===== config.mk =====
export PLATFORM = sky130hd
export DESIGN_NAME = mmt_min_max_tracker
export DESIGN_NICKNAME = d
export VERILOG_FILES = /design/src/inc/mmt_pkg.sv /design/src/hdl/mmt_extreme_core.sv /design/src/hdl/mmt_min_max_tracker.sv
export SDC_FILE = /design/constraint.sdc
export NUM_CORES = 1
export LEC_CHECK = 0
export BUFFER_PORTS_ARGS = -buffer_cell sky130_fd_sc_hd__buf_2
export CORE_MARGIN = 5
export CORE_UTILIZATION = 39
export CTS_CLUSTER_SIZE = 25
export DETAILED_ROUTE_END_ITERATION = 7
export HOLD_SLACK_MARGIN = 0.1
export MAX_ROUTING_LAYER = met4
export PLACE_DENSITY = 0.61
export REMOVE_ABC_BUFFERS = 1
export SLEW_MARGIN = 20
export SYNTH_ARGS = -nofsm -noshare
export SYNTH_HDL_FRONTEND = slang
export SYNTH_SLANG_ARGS = --single-unit

===== constraint.sdc =====
create_clock -name clk_i -period 3.1 [get_ports clk_i]
set_input_delay 0.775 -clock clk_i [delete_from_list [all_inputs] [get_ports clk_i]]
set_output_delay 0.775 -clock clk_i [all_outputs]
set_load 0.01 [all_outputs]

===== src/inc/mmt_pkg.sv =====
// Shared constants and types for the min/max tracker
package mmt_pkg;

   // ==========================================================
   // Widths
   localparam int unsigned DATA_W   = 32;
   localparam int unsigned ADDR_W   = 8;
   localparam int unsigned SEL_W    = DATA_W / 8;
   localparam int unsigned STATUS_W = 2;

   // ==========================================================
   // Register byte offsets
   localparam logic [7:0] OFS_CTRL   = 8'h00;
   localparam logic [7:0] OFS_SAMPLE = 8'h04;
   localparam logic [7:0] OFS_MIN    = 8'h08;
   localparam logic [7:0] OFS_MAX    = 8'h0c;
   localparam logic [7:0] OFS_STATUS = 8'h10;
   localparam logic [7:0] OFS_MASK   = 8'h14;
   localparam logic [7:0] OFS_EVALS  = 8'h18;

   // ==========================================================
   // Control register fields
   localparam int unsigned CTRL_ENABLE_BIT  = 0;
   localparam int unsigned CTRL_MODE_BIT    = 1;
   localparam int unsigned CTRL_CLEAR_BIT   = 2;
   localparam int unsigned CTRL_TRIGGER_BIT = 3;
   localparam int unsigned CTRL_W           = 4;

   // ==========================================================
   // Status and mask fields
   localparam int unsigned STAT_NEW_MIN_BIT = 0;
   localparam int unsigned STAT_NEW_MAX_BIT = 1;

   // ==========================================================
   // Reset values
   localparam logic [CTRL_W-1:0]   CTRL_RESET   = 4'h0;
   localparam logic [DATA_W-1:0]   DATA_RESET   = 32'h0000_0000;
   localparam logic [STATUS_W-1:0] STATUS_RESET = 2'h0;
   localparam logic [STATUS_W-1:0] MASK_RESET   = 2'h0;
   localparam logic [DATA_W-1:0]   EXTREME_ZERO = 32'h0000_0000;
   localparam logic [DATA_W-1:0]   EVALS_ONE    = 32'h0000_0001;

   // ==========================================================
   // Trigger mode encoding
   typedef enum logic
   {
      MMT_MODE_CYCLIC = 1'b0,
      MMT_MODE_EDGE   = 1'b1
   } mmt_mode_type;

   // ==========================================================
   // Carriers
   typedef struct packed
   {
      logic         trigger;
      logic         clear_extremes;
      mmt_mode_type trigger_mode_select;
      logic         enable;
   } mmt_ctrl_type;

   typedef struct packed
   {
      logic new_max;
      logic new_min;
   } mmt_event_type;

endpackage : mmt_pkg


===== src/hdl/mmt_extreme_core.sv =====
// Signed minimum and maximum store with clear and new-extreme flags
`timescale 1ns/100ps
`default_nettype none

module mmt_extreme_core
#(
   parameter int unsigned WIDTH = 32
)
(
   input  wire logic                 clk_i,
   input  wire logic                 rst_i,
   input  wire logic                 eval_i,
   input  wire logic                 clear_i,
   input  wire logic [WIDTH-1:0]     sample_i,
   output logic      [WIDTH-1:0]     min_o,
   output logic      [WIDTH-1:0]     max_o,
   output mmt_pkg::mmt_event_type    event_o
);

   // ==========================================================
   // Parameter check
   generate
      if (WIDTH < 2 || WIDTH > mmt_pkg::DATA_W)
      begin : g_bad_width
         $error("mmt_extreme_core: WIDTH must lie in 2..32");
      end
   endgenerate

   // ==========================================================
   // Comparison
   logic [WIDTH-1:0]       min_value;
   logic [WIDTH-1:0]       max_value;
   logic [WIDTH-1:0]       next_min;
   logic [WIDTH-1:0]       next_max;
   mmt_pkg::mmt_event_type next_event;
   mmt_pkg::mmt_event_type event_q;
   wire                    is_lower;
   wire                    is_higher;
   wire                    take_min;
   wire                    take_max;
   wire  [WIDTH-1:0]       zero_value;

   assign zero_value = mmt_pkg::EXTREME_ZERO[WIDTH-1:0];
   assign is_lower   = $signed(sample_i) < $signed(min_value);   // [RL10]
   assign is_higher  = $signed(sample_i) > $signed(max_value);   // [RL10]
   assign take_min   = eval_i && !clear_i && is_lower;           // [RL1] [RL13]
   assign take_max   = eval_i && !clear_i && is_higher;          // [RL1] [RL13]

   // Clear is a level and overrides any evaluation in the same cycle
   assign next_min = clear_i  ? zero_value :                      // [RL5] [RL13]
                     take_min ? sample_i   : min_value;           // [RL2]
   assign next_max = clear_i  ? zero_value :                      // [RL5] [RL13]
                     take_max ? sample_i   : max_value;           // [RL2]
   assign next_event.new_min = take_min;                          // [RL9]
   assign next_event.new_max = take_max;                          // [RL9]

   // ==========================================================
   // Storage: one minimum and one maximum, nothing older
   always_ff @(posedge clk_i)
   begin
      if (rst_i)
      begin
         min_value <= zero_value;                                 // [RL4]
         max_value <= zero_value;                                 // [RL4]
         event_q   <= '0;
      end
      else
      begin
         min_value <= next_min;                                   // [RL3]
         max_value <= next_max;                                   // [RL3]
         event_q   <= next_event;                                 // [RL9]
      end
   end

   assign min_o   = min_value;
   assign max_o   = max_value;
   assign event_o = event_q;

endmodule : mmt_extreme_core

`default_nettype wire


===== src/hdl/mmt_min_max_tracker.sv =====
// Min/max tracker top: Wishbone registers, evaluation control, interrupt
//
// How it works
// RL1: While enabled, each qualifying evaluation compares the sample with the stored extremes.
// RL2: A sample below the minimum replaces it, and a sample above the maximum replaces it.
// RL3: Exactly one minimum and one maximum are held, with no history of earlier values.
// RL4: Both extremes start at zero when the block comes out of reset.
// RL5: While clear is one, both extremes are forced to zero.
// RL6: In cyclic mode an evaluation happens every cycle and the trigger is ignored.
// RL7: In edge mode an evaluation happens only when the trigger was 0 last cycle and is 1 now.
// RL8: In edge mode software must return the trigger low between requests.
// RL9: Each newly stored extreme raises the event output for exactly one cycle.
// RL10: The sample is compared as a signed 32-bit two's-complement integer.
// RL11: The stored minimum and maximum are shown continuously on their outputs.
// RL12: While disabled and clear is zero, the extremes hold and the event output stays low.
// RL13: Clear beats a coinciding evaluation, leaving zeros and no event.
//
// The address map and the Wishbone register port were decided locally.
`timescale 1ns/100ps
`default_nettype none

module mmt_min_max_tracker
(
   input  wire logic                         clk_i,
   input  wire logic                         rst_i,
   input  wire logic                         wb_cyc_i,
   input  wire logic                         wb_stb_i,
   input  wire logic                         wb_we_i,
   input  wire logic [mmt_pkg::ADDR_W-1:0]   wb_adr_i,
   input  wire logic [mmt_pkg::SEL_W-1:0]    wb_sel_i,
   input  wire logic [mmt_pkg::DATA_W-1:0]   wb_dat_i,
   output logic      [mmt_pkg::DATA_W-1:0]   wb_dat_o,
   output logic                              wb_ack_o,
   output logic      [mmt_pkg::DATA_W-1:0]   min_o,
   output logic      [mmt_pkg::DATA_W-1:0]   max_o,
   output logic                              new_extreme_pulse_o,
   output logic                              irq_o
);

   // ==========================================================
   // Declarations
   localparam int unsigned DW  = mmt_pkg::DATA_W;
   localparam int unsigned SW  = mmt_pkg::SEL_W;
   localparam int unsigned STW = mmt_pkg::STATUS_W;
   localparam int unsigned CTRL_PAD = DW - mmt_pkg::CTRL_W;

   mmt_pkg::mmt_ctrl_type    ctrl;
   mmt_pkg::mmt_ctrl_type    next_ctrl;
   mmt_pkg::mmt_event_type   core_event;

   logic [DW-1:0]            sample_value;
   logic [DW-1:0]            next_sample;
   logic [STW-1:0]           status;
   logic [STW-1:0]           next_status;
   logic [STW-1:0]           mask;
   logic [STW-1:0]           next_mask;
   logic [DW-1:0]            eval_count;
   logic [DW-1:0]            next_eval_count;
   logic                     trigger_prev;
   logic                     ack;
   logic [DW-1:0]            read_data;
   logic [DW-1:0]            core_min;
   logic [DW-1:0]            core_max;

   wire                      bus_req;
   wire                      bus_take;
   wire                      bus_write;
   wire                      hit_ctrl;
   wire                      hit_sample;
   wire                      hit_min;
   wire                      hit_max;
   wire                      hit_status;
   wire                      hit_mask;
   wire                      hit_evals;
   wire                      wr_ctrl;
   wire                      wr_sample;
   wire                      wr_status;
   wire                      wr_mask;
   wire [DW-1:0]             ctrl_word;
   wire [DW-1:0]             status_word;
   wire [DW-1:0]             mask_word;
   wire [DW-1:0]             mux_data;
   wire [CTRL_PAD-1:0]       ctrl_pad;
   wire [DW-STW-1:0]         stat_pad;

   wire                      trigger_rise;
   wire                      cyclic_mode;
   wire                      evaluate;
   wire                      clear_now;
   wire [STW-1:0]            event_bits;
   wire [STW-1:0]            w1c_bits;
   wire                      any_event;

   // ==========================================================
   // Wishbone classic slave
   // The answer is registered so that a write lands on exactly the edge
   // at which the master sees ack; this costs one wait state per access.
   assign bus_req   = wb_cyc_i && wb_stb_i;
   assign bus_take  = bus_req && ack;
   assign bus_write = bus_take && wb_we_i;

   assign hit_ctrl   = (wb_adr_i == mmt_pkg::OFS_CTRL);
   assign hit_sample = (wb_adr_i == mmt_pkg::OFS_SAMPLE);
   assign hit_min    = (wb_adr_i == mmt_pkg::OFS_MIN);
   assign hit_max    = (wb_adr_i == mmt_pkg::OFS_MAX);
   assign hit_status = (wb_adr_i == mmt_pkg::OFS_STATUS);
   assign hit_mask   = (wb_adr_i == mmt_pkg::OFS_MASK);
   assign hit_evals  = (wb_adr_i == mmt_pkg::OFS_EVALS);

   assign wr_ctrl   = bus_write && hit_ctrl   && wb_sel_i[0];
   assign wr_sample = bus_write && hit_sample;
   assign wr_status = bus_write && hit_status && wb_sel_i[0];
   assign wr_mask   = bus_write && hit_mask   && wb_sel_i[0];

   assign ctrl_pad    = '0;
   assign stat_pad    = '0;
   assign ctrl_word   = {ctrl_pad, ctrl};
   assign status_word = {stat_pad, status};
   assign mask_word   = {stat_pad, mask};

   // Unmapped offsets still answer, and read as zero
   assign mux_data = hit_ctrl   ? ctrl_word    :
                     hit_sample ? sample_value :
                     hit_min    ? core_min     :
                     hit_max    ? core_max     :
                     hit_status ? status_word  :
                     hit_mask   ? mask_word    :
                     hit_evals  ? eval_count   : mmt_pkg::DATA_RESET;

   always_ff @(posedge clk_i)
   begin
      if (rst_i)
      begin
         ack       <= 1'b0;
         read_data <= mmt_pkg::DATA_RESET;
      end
      else
      begin
         ack       <= bus_req && !ack;
         read_data <= mux_data;
      end
   end

   assign wb_ack_o = ack;
   assign wb_dat_o = read_data;

   // ==========================================================
   // Control register
   // Trigger is a software-written level; the block looks for its
   // rising edge, so software has to write it back to zero before
   // the next request can be seen.
   assign next_ctrl = wr_ctrl ? mmt_pkg::mmt_ctrl_type'(wb_dat_i[mmt_pkg::CTRL_W-1:0])
                              : ctrl;

   always_ff @(posedge clk_i)
   begin
      if (rst_i)
      begin
         ctrl <= mmt_pkg::mmt_ctrl_type'(mmt_pkg::CTRL_RESET);
      end
      else
      begin
         ctrl <= next_ctrl;
      end
   end

   // ==========================================================
   // Sample register, byte lanes honoured
   genvar lane;
   generate
      for (lane = 0; lane < SW; lane++)
      begin : g_sample_lane
         assign next_sample[8*lane +: 8] = (wr_sample && wb_sel_i[lane])
                                           ? wb_dat_i[8*lane +: 8]
                                           : sample_value[8*lane +: 8];
      end
   endgenerate

   always_ff @(posedge clk_i)
   begin
      if (rst_i)
      begin
         sample_value <= mmt_pkg::DATA_RESET;
      end
      else
      begin
         sample_value <= next_sample;
      end
   end

   // ==========================================================
   // Evaluation qualifier
   always_ff @(posedge clk_i)
   begin
      if (rst_i)
      begin
         trigger_prev <= 1'b0;
      end
      else
      begin
         trigger_prev <= ctrl.trigger;                             // [RL7]
      end
   end

   assign trigger_rise = ctrl.trigger && !trigger_prev;            // [RL7] [RL8]
   assign cyclic_mode  = (ctrl.trigger_mode_select == mmt_pkg::MMT_MODE_CYCLIC);

   // Cyclic mode never looks at the trigger
   assign evaluate  = ctrl.enable &&                               // [RL1] [RL12]
                      (cyclic_mode || trigger_rise);               // [RL6] [RL7]
   assign clear_now = ctrl.clear_extremes;                         // [RL5]

   // ==========================================================
   // Extreme store
   mmt_extreme_core
   #(
      .WIDTH    (DW)
   )
   u_core
   (
      .clk_i    (clk_i),
      .rst_i    (rst_i),
      .eval_i   (evaluate),
      .clear_i  (clear_now),
      .sample_i (sample_value),
      .min_o    (core_min),
      .max_o    (core_max),
      .event_o  (core_event)
   );

   assign min_o = core_min;                                        // [RL11]
   assign max_o = core_max;                                        // [RL11]

   // ==========================================================
   // Event output
   // The core flags are registered and recomputed each cycle, so the
   // pulse lasts one cycle per stored extreme.
   assign event_bits = core_event;
   assign any_event  = |event_bits;
   assign new_extreme_pulse_o = any_event;                         // [RL9]

   // ==========================================================
   // Evaluation counter, cleared together with the extremes
   assign next_eval_count = clear_now ? mmt_pkg::DATA_RESET :
                            evaluate  ? DW'(eval_count + mmt_pkg::EVALS_ONE) :
                                        eval_count;

   always_ff @(posedge clk_i)
   begin
      if (rst_i)
      begin
         eval_count <= mmt_pkg::DATA_RESET;
      end
      else
      begin
         eval_count <= next_eval_count;
      end
   end

   // ==========================================================
   // Sticky status, mask and interrupt
   // A new event in the cycle of a write-one-to-clear survives it.
   assign w1c_bits    = wr_status ? wb_dat_i[STW-1:0] : '0;
   assign next_status = (status & ~w1c_bits) | event_bits;
   assign next_mask   = wr_mask ? wb_dat_i[STW-1:0] : mask;

   always_ff @(posedge clk_i)
   begin
      if (rst_i)
      begin
         status <= mmt_pkg::STATUS_RESET;
         mask   <= mmt_pkg::MASK_RESET;
      end
      else
      begin
         status <= next_status;
         mask   <= next_mask;
      end
   end

   assign irq_o = |(status & mask);

endmodule : mmt_min_max_tracker

`default_nettype wire


[Yosys cells after proc, flatten, opt, wreduce, memory -nomap -nowiden]
Index checks and enable logic that the tools add are counted.
Word-level totals
  output and inout bits: 99
  register bits: 172
Cells by class
  eq/ne operators: 6
  reduce and logical (&&, ||, !) cells: 29
  add/sub/neg operators: 1
  order comparisons: 2
  bitwise gates (word level): 5
  multiplexer cells: 8
Operators with widths (number)
  32-bit 2-to-1 mux: 6
  32-bit by 1-bit adder with 32-bit output, second input constant: 1
  32-bit > comparator: 1
  32-bit less-than comparator: 1
  8-bit by 5-bit == test with 1-bit output, second input constant: 3
  1-bit logical AND: 20
  8-bit by 4-bit == test with 1-bit output, second input constant: 2
  8-bit by 3-bit == test with 1-bit output, second input constant: 1
  8-bit logical NOT: 1
  2-bit OR reduction: 4
  2-bit bitwise AND: 2
  4-bit 2-to-1 mux: 1
  1-bit logical NOT: 3
  2-bit 2-to-1 mux: 1
  2-bit inverter: 1
  2-bit bitwise OR: 1
  1-bit logical OR: 1
  1-bit inverter: 1

[Longest topological paths before layout]
Gate-level depths: netlist of the first run.
  depth after elaboration: 9
  depth in mapped cells: 11
  gate-level depth less buffers: 9

[Modules after synthesis]
From an unflattened synthesis of the first run, not the netlist that was laid out.
Unflattened totals
  cells, all modules: 1084
  area, all modules: 8856.0 µm²
By module, submodules not included
  mmt_min_max_tracker: cells each 608, sequential area each 2122.0 µm², instances 1, area an instance 4780.8 µm²
  mmt_extreme_core: cells each 476, sequential area each 1321.3 µm², instances 1, area an instance 4075.2 µm²

[Worst setup path after synthesis of the first run]
OpenSTA, ideal clock, no wires.
  kind: input to register
  start point: input wb_adr_i[1] in the netlist's numbering
  end point: register ctrl[1] in the netlist's numbering
  setup time: 128 ps
  path slack: 795 ps
  data arrival time: 2177 ps
  cell stages on the path: 8
  cell sequence: nor3_2 nand2_1 or3_1 buf_2 or3_1 buf_2 mux2i_1 nor2_1
On the way
  longest elaborated chain between the ends: 3
RTL lines
  start: declaration: line mmt_min_max_tracker.sv:29  | input wire logic [mmt_pkg::ADDR_W-1:0] wb_adr_i,
  8-bit logical NOT: line mmt_min_max_tracker.sv:102  | assign hit_ctrl = (wb_adr_i == mmt_pkg::OFS_CTRL);
  1-bit logical AND (2 in a row): line mmt_min_max_tracker.sv:110  | assign wr_ctrl = bus_write && hit_ctrl && wb_sel_i[0];
  end signal: assignment: line mmt_min_max_tracker.sv:159  | ctrl <= mmt_pkg::mmt_ctrl_type'(mmt_pkg::CTRL_RESET);
  end signal: assignment: line mmt_min_max_tracker.sv:163  | ctrl <= next_ctrl;
  end: declaration: line mmt_min_max_tracker.sv:47  | mmt_pkg::mmt_ctrl_type ctrl;
Every way passes these cells.
A chain may end at the register's enable or synchronous reset.

[Worst setup path in the final report of the first run]
  start point: register sample_value[2]
  end point: register u_core.min_value[22] (netlist: u_core.min_o[22])
On the way
  longest elaborated chain between the ends: 2
RTL lines
  start: declaration: line mmt_min_max_tracker.sv:51  | logic [DW-1:0] sample_value;
  start signal: assignment: line mmt_min_max_tracker.sv:183  | sample_value <= mmt_pkg::DATA_RESET;
  start signal: assignment: line mmt_min_max_tracker.sv:187  | sample_value <= next_sample;
  32-bit less-than comparator: line mmt_extreme_core.sv:44  | assign is_lower = $signed(sample_i) < $signed(min_value);
  1-bit logical AND: line mmt_extreme_core.sv:46  | assign take_min = eval_i && !clear_i && is_lower;
  end signal: assignment: line mmt_extreme_core.sv:63  | min_value <= zero_value;
  end signal: assignment: line mmt_extreme_core.sv:69  | min_value <= next_min;
  end: declaration: line mmt_extreme_core.sv:31  | logic [WIDTH-1:0] min_value;
Every way passes these cells.

==> qor.txt, run 1 <==
Status = finished, final reports clean
Clk slew on worst S/H paths = 0.07 ns
Clock Skews = 0.0128 ns
Post-synth EDFFs = 0
CTS root buf = clkbuf_16
Crit-path max FO = 10
Global-route wire length before repair = 39,700 microns
Largest net degree at the start of global routing = 43
Post-layout minimum cycle time = 2.70 ns
Max incr delay on CP = 0.46 ns
# rows = 54
Cell leakage power = 4.65 nW
Clock buffer depth = 2
Switching Fraction = 21.0%
Post-CTS resize count = 0
Total Wirelength = 25,500 microns
Final nets = 1,270
Die width = 158 microns
CTS Buf Count = 17
CP required = 3.46 ns
Fin. max-slew vios = 0
Overflow after GRT = 0
Vias per Instance = 5.28
Total Neg Setup Slack = 0 ns
Max-slew headroom = 55.5%
Largest cells by area after synthesis = dfxtp_1, mux2i_1, ha_1
Share of cells above drive strength 1 = 21.9%
Initial antenna violation count = 0
Max Clk Rate = 0.370 GHz
Hold WC Path Type = flop to flop
Clk sinks = 172
Top cell type's share of synthesized area = 40.4%
Gate power share = 2.5%
Hpwl dp = 18,300 microns
Starting Density = 39.3%
Max_cap viols = 0
Starting DRT DRC Count = 617
Mapped Cells = 982
Insertion delay to the later sink of the worst-skew pair = 0.43 ns
Placed Cells = 1,412
Core region area = 21,700 sq um
Top-Level Pins = 148
CP Class = flop to flop
GP Congestion = 0.865
Area growth from synthesis to layout = 23.6%
Worst Setup Start Kind = flop
Final Hold Viols = 0
Synthesized cell area = 8520 sq um
Vias post-DR = 7,639
# diodes = 0
RSZ-0062 raised after global routing = false
Peak VDD IR = 0.000365 V
Post-route ant nets = 0
Footprint of the multi-input gates = 4590 sq um
Drt first pass iters = 5
Sw Pwr = 965 uW
Clock network power share = 49.4%
Final Instance Area = 10,500 sq um
#FFs+latches synth = 172
Reg area = 3440 sq um
Post-Place Cell Area = 9850 sq um
Most common cell in the netlist = dfxtp_1
Fill cell count = 2,137
Pint = 3.63 mW
Die Area = 24,900 sq um
I/O Buffers = 147
Worst-Margin Slew = 0.663 ns
Ys async rst share = 0%
Vias in the first global route = 7,299
WL/cell = 17.6 microns
CTS tree = done
Setup violations, final = 0
Commonest cells post-synth = dfxtp_1, nand2_1, nor2_1
Cell Chain, Critical Path = ha_1 > a211oi_1 > o21ai_1 > a21oi_1 > o211ai_1 > a41oi_1 > mux2_2 > buf_12 > mux2i_1
Hold_ws = 0.449 ns
CP Capture Type = flop
Slowest-stage cell, CP = dfxtp_1
DRC Markers = 0
Register area share after synthesis = 40.4%
Gr usage total = 20.9%
PD cells = 436 nW/um^2
Top delay family on crit path = compound AO/OA/AOI/OAI gates
YS warnings = 0
Most used DFF post-synth = dfxtp_1
Critical path arrival = 3.06 ns
Post-synthesis average cell area = 8.68 sq um
Final non-filler cell total = 1,448
Yosys cell types = 57
Htree depth = 4
Final period utilization = 87.2%
Flop pwr share = 48.1%
Total Power = 4.59 mW
Synth area leader = dfxtp_1
CP Buf/Inv Count = 1
Die H = 158 microns
per-layer routing:
metal  wire [microns]  track usage [%]  vias up
met4              440             6.31        0
met1            12100             28.5     3614
met5                0                -        -
li1                 -                -     3771
met2            11500             31.9      226
met3             1440             3.53       28
path summary, 6_finish.rpt:
kind                                 startpoint                to  cells after the start  slack (ns)
worst max-delay path            sample_value[2]  u_core.min_o[22]                      9        0.40
worst min-delay path                   wb_ack_o          wb_ack_o                      1        0.45
worst max register to register  sample_value[2]  u_core.min_o[22]                      9        0.40
worst min register to register         wb_ack_o          wb_ack_o                      1        0.45
stage by stage:
stage	utilization, %	setup slack (ns)
finish	48.5	0.396
global route	48.5	0.163
CTS	48.2	0.153
detailed placement	45.4	0.179
global placement	45.4	0.230
floorplan	-	-0.187
power by group through the flow:
stage / clock (mW) / sequential [mW] / combinational [mW]
floorplan: 0 / 2.26 / 0.0304
global placement: 0 / 2.26 / 0.114
detailed placement: 0 / 2.26 / 0.114
CTS: 2.28 / 2.21 / 0.115
global route: 2.39 / 2.21 / 0.125
finish: 2.27 / 2.21 / 0.115
timing repair:
item,CTS,global route
setup buffers,0,6
hold buffers,0,0
setup endpoints to repair,0,16
final cells by class:
class / count / share of cell area, %
flip-flops and latches: 172 / 32.7
clock buffers: 23 / 4.44
clock inverters: 7 / 1.32
well taps: 280 / 3.33
inverters: 71 / 2.53
repair buffers: 204 / 12.1
multi-input cells: 691 / 43.6
sequential cells by signal, summed over array words and instances, names as in the netlist, 2 cells and up:
signal,flops
ctrl,3
mask,2
u_core.max_o,32
sample_value,32
eval_count,32
wb_dat_o,32
u_core.event_o,2
status,2
u_core.min_o,32
worst register-to-register path, delay by kind of cell (launching register included):
kind                     cells  cell delay [ns]
AO/OA/AOI/OAI                5             1.11
adder cells (fa/ha/maj)      1             0.29
buffers and inverters        1             0.20
flip-flops                   1             0.46
multiplexers                 2             0.56
layout by cell type (no fill, tap or decap), types with 9 or more instances in the layout:
cell and instances:
nor2_1 95, xor2_1 21, o21ai_0 11, nand2_1 156
buf_2 147, nand3_1 37, dfxtp_1 172, a222oi_1 28
inv_1 70, clkbuf_16 17, mux2i_1 85, buf_4 48
nand4_1 19, buf_12 9, a21oi_1 91, ha_1 64
logic make-up (layout without fill, tap and decap cells):
family / after synthesis / count (layout) / share of synthesized area [%]
simple gates: 349 / 349 / 18.3
buf+inv: 119 / 305 / 6.08
mux: 87 / 87 / 10.2
compound gates: 164 / 164 / 12.8
xor+xnor: 27 / 27 / 2.78
flops: 172 / 172 / 40.4
fa+ha+maj: 64 / 64 / 9.40
Power figures use the tool's default switching activity.
==> run 2: changes to the inputs <==
- PLACE_DENSITY: 0.61 -> 0.63
- RECOVER_POWER: default -> 25
- clock period: 3.1 -> 2.25 ns (I/O delays scaled with it)
==> run 2 against run 1 <==
  * The flow now finishes with violations (setup timing)
  * Die area unchanged
  * Worst hold slack got worse by 0.087 ns
  * Critical path depth is 1 higher
  * Flip-flop and latch count stayed put
==> qor.txt, run 2 (synthesis results as in run 1) <==
Cts hold-fix bufs = 0 (unchanged)
# diodes = 0 (unchanged)
Setup violations, final = 44 (was 0)
Layout Utilization = 55.3% (was 48.5%)
CP Class = flop to flop (unchanged)
Final period utilization = 110% (was 87.2%)
Peak VDD IR = 0.000521 V (was 0.000365 V)
CTS tree = done (unchanged)
WL/cell = 17.4 microns (was 17.6 microns)
Hpwl dp = 18,800 microns (was 18,300 microns)
Clk sinks = 172 (unchanged)
Leading cell type in the layout, fill and taps excluded = nand2_1 (was dfxtp_1)
Clock buffer depth = 2 (unchanged)
Fill cell count = 1,972 (was 2,137)
Pre-CTS WS = -0.172 ns (was 0.179 ns)
Max Clk Rate = 0.405 GHz (was 0.370 GHz)
Overflow after GRT = 0 (unchanged)
Final non-filler cell total = 1,551 (was 1,448)
Drt first pass iters = 6 (was 5)
Crit-path max FO = 5 (was 10)
I/O Buffers = 147 (unchanged)
Final Hold Viols = 0 (unchanged)
Worst-Margin Slew = 0.909 ns (was 0.663 ns)
Post-Place Cell Area = 10,700 sq um (was 9850 sq um)
Critical path arrival = 2.78 ns (was 3.06 ns)
Largest net degree at the start of global routing = 65 (was 43)
Initial antenna violation count = 0 (unchanged)
Status = finished, violations left (was finished, final reports clean)
Top delay family on crit path = simple AND/OR/NAND/NOR gates (was compound AO/OA/AOI/OAI gates)
Max-slew headroom = 39.4% (was 55.5%)
DRC Markers = 0 (unchanged)
Post-layout minimum cycle time = 2.47 ns (was 2.70 ns)
PD cells = 522 nW/um^2 (was 436 nW/um^2)
Final Instance Area = 12,000 sq um (was 10,500 sq um)
Insertion delay to the later sink of the worst-skew pair = 0.43 ns (about the same)
Max incr delay on CP = 0.56 ns (was 0.46 ns)
Area growth from synthesis to layout = 40.8% (was 23.6%)
Most frequent cells in the layout = nand2_1, buf_2, dfxtp_1 (was dfxtp_1, nand2_1, buf_2)
CP required = 2.56 ns (was 3.46 ns)
CP Capture Type = flop (unchanged)
CTS root buf = clkbuf_16 (unchanged)
Final nets = 1,371 (was 1,270)
Starting Density = 39.3% (unchanged)
Gr usage total = 22.0% (was 20.9%)
Total Power = 6.27 mW (was 4.59 mW)
Cell Chain, Critical Path = ha_1 > nand4_1 > or4_4 > nor3b_4 > nor2_2 > o31ai_4 > buf_6 > clkbuf_16 > mux2i_1 > nor2_1 (was ha_1 > a211oi_1 > o21ai_1 > a21oi_1 > o211ai_1 > a41oi_1 > mux2_2 > buf_12 > mux2i_1)
CP Buf/Inv Count = 2 (was 1)
Vias post-DR = 8,138 (was 7,639)
Starting DRT DRC Count = 759 (was 617)
Placed Cells = 1,504 (was 1,412)
Vias in the first global route = 7,843 (was 7,299)
Total Wirelength = 27,100 microns (was 25,500 microns)
Fin. max-slew vios = 0 (unchanged)
Failing checks = setup timing
Final WS setup = -0.216 ns (was 0.396 ns)
Top-Level Pins = 148 (unchanged)
Clock Skews = 0.00800 ns (was 0.0128 ns)
# rows = 54 (unchanged)
Share of cells above drive strength 1 = 36.0% (was 21.9%)
Htree depth = 4 (unchanged)
Post-route ant nets = 0 (unchanged)
RSZ-0062 raised after global routing = true (was false)
Vias per Instance = 5.25 (was 5.28)
Die Area = 24,900 sq um (unchanged)
Clk slew on worst S/H paths = 0.06 ns (was 0.07 ns)
CTS Buf Count = 17 (unchanged)
GP Congestion = 0.827 (was 0.865)
Worst Setup Start Kind = flop (unchanged)
Die width = 158 microns (unchanged)
Global-route wire length before repair = 41,800 microns (was 39,700 microns)
Core region area = 21,700 sq um (unchanged)
Cell leakage power = 5.31 nW (was 4.65 nW)
Max_cap viols = 0 (unchanged)
Hold WC Path Type = primary input to flop (was flop to flop)
Die H = 158 microns (unchanged)
Slowest-stage cell, CP = or4_4 (was dfxtp_1)
## run 2: cell types whose count changed in the layout (fill, tap and decap cells not counted), sizes merged
cell | before | now
clkinvlp | 0 | 4
inv | 71 | 72
buf | 204 | 299
clkinv | 3 | 2
clkbuf | 23 | 28
bufinv | 4 | 3
## run 2: report_power, final
group          switching (mW)  internal [mW]
clock network            1.25           1.81
logic                   0.111         0.0558
registers            0.000608           3.04
## run 2: per-layer routing
layer  GRT usage (%)  part of all wire [%]  vias to the layer above
li1                -                     -                     3973
met1            28.8                    45                     3870
met2            34.8                    47                      252
met3            3.44                   5.9                       43
met4            7.41                   2.2                        0
met5               -                     0                        -
## run 2: area by class of cell
cell class | instances | area, sq um | area share [%]
multi-input cells | 691 | 5020 | 41.8
inverters | 71 | 267 | 2.22
clock inverters | 10 | 139 | 1.16
flip-flops and latches | 172 | 3500 | 29.2
clock buffers | 22 | 464 | 3.87
repair buffers | 305 | 2260 | 18.9
well taps | 280 | 350 | 2.92
## run 2: worst paths after layout
kind                            cells past startpoint  slack, ns              from          endpoint
worst max-delay path                               10      -0.22  sample_value[21]  u_core.max_o[19]
worst min-delay path                                3       0.36          wb_stb_i          wb_ack_o
worst max register to register                     10      -0.22  sample_value[21]  u_core.max_o[19]
worst min register to register                      1       0.45          wb_ack_o          wb_ack_o
## run 2: stage by stage
step / setup TNS, ns / hold slack [ns]
after floorplan: -75.60 / 0.429
after global placement: -8.47 / 0.433
after detailed placement: -8.38 / 0.437
after CTS: -4.93 / 0.344
after global routing: -10.25 / 0.377
final: -6.29 / 0.362
## run 2: repair_timing
| item | in CTS | in global routing |
|---|---|---|
| buffers inserted | 5 | 6 |
| endpoints found under the setup margin | 65 | 68 |
| gates cloned | 3 | 2 |
| pin swaps | 14 | 36 |
| gates resized for setup | 84 | 43 |
## run 2: tightest hold or removal path, stage by stage
cell and delay [ns]:
buf_2 0.10, nand2_1 0.05, nor3_1 0.03
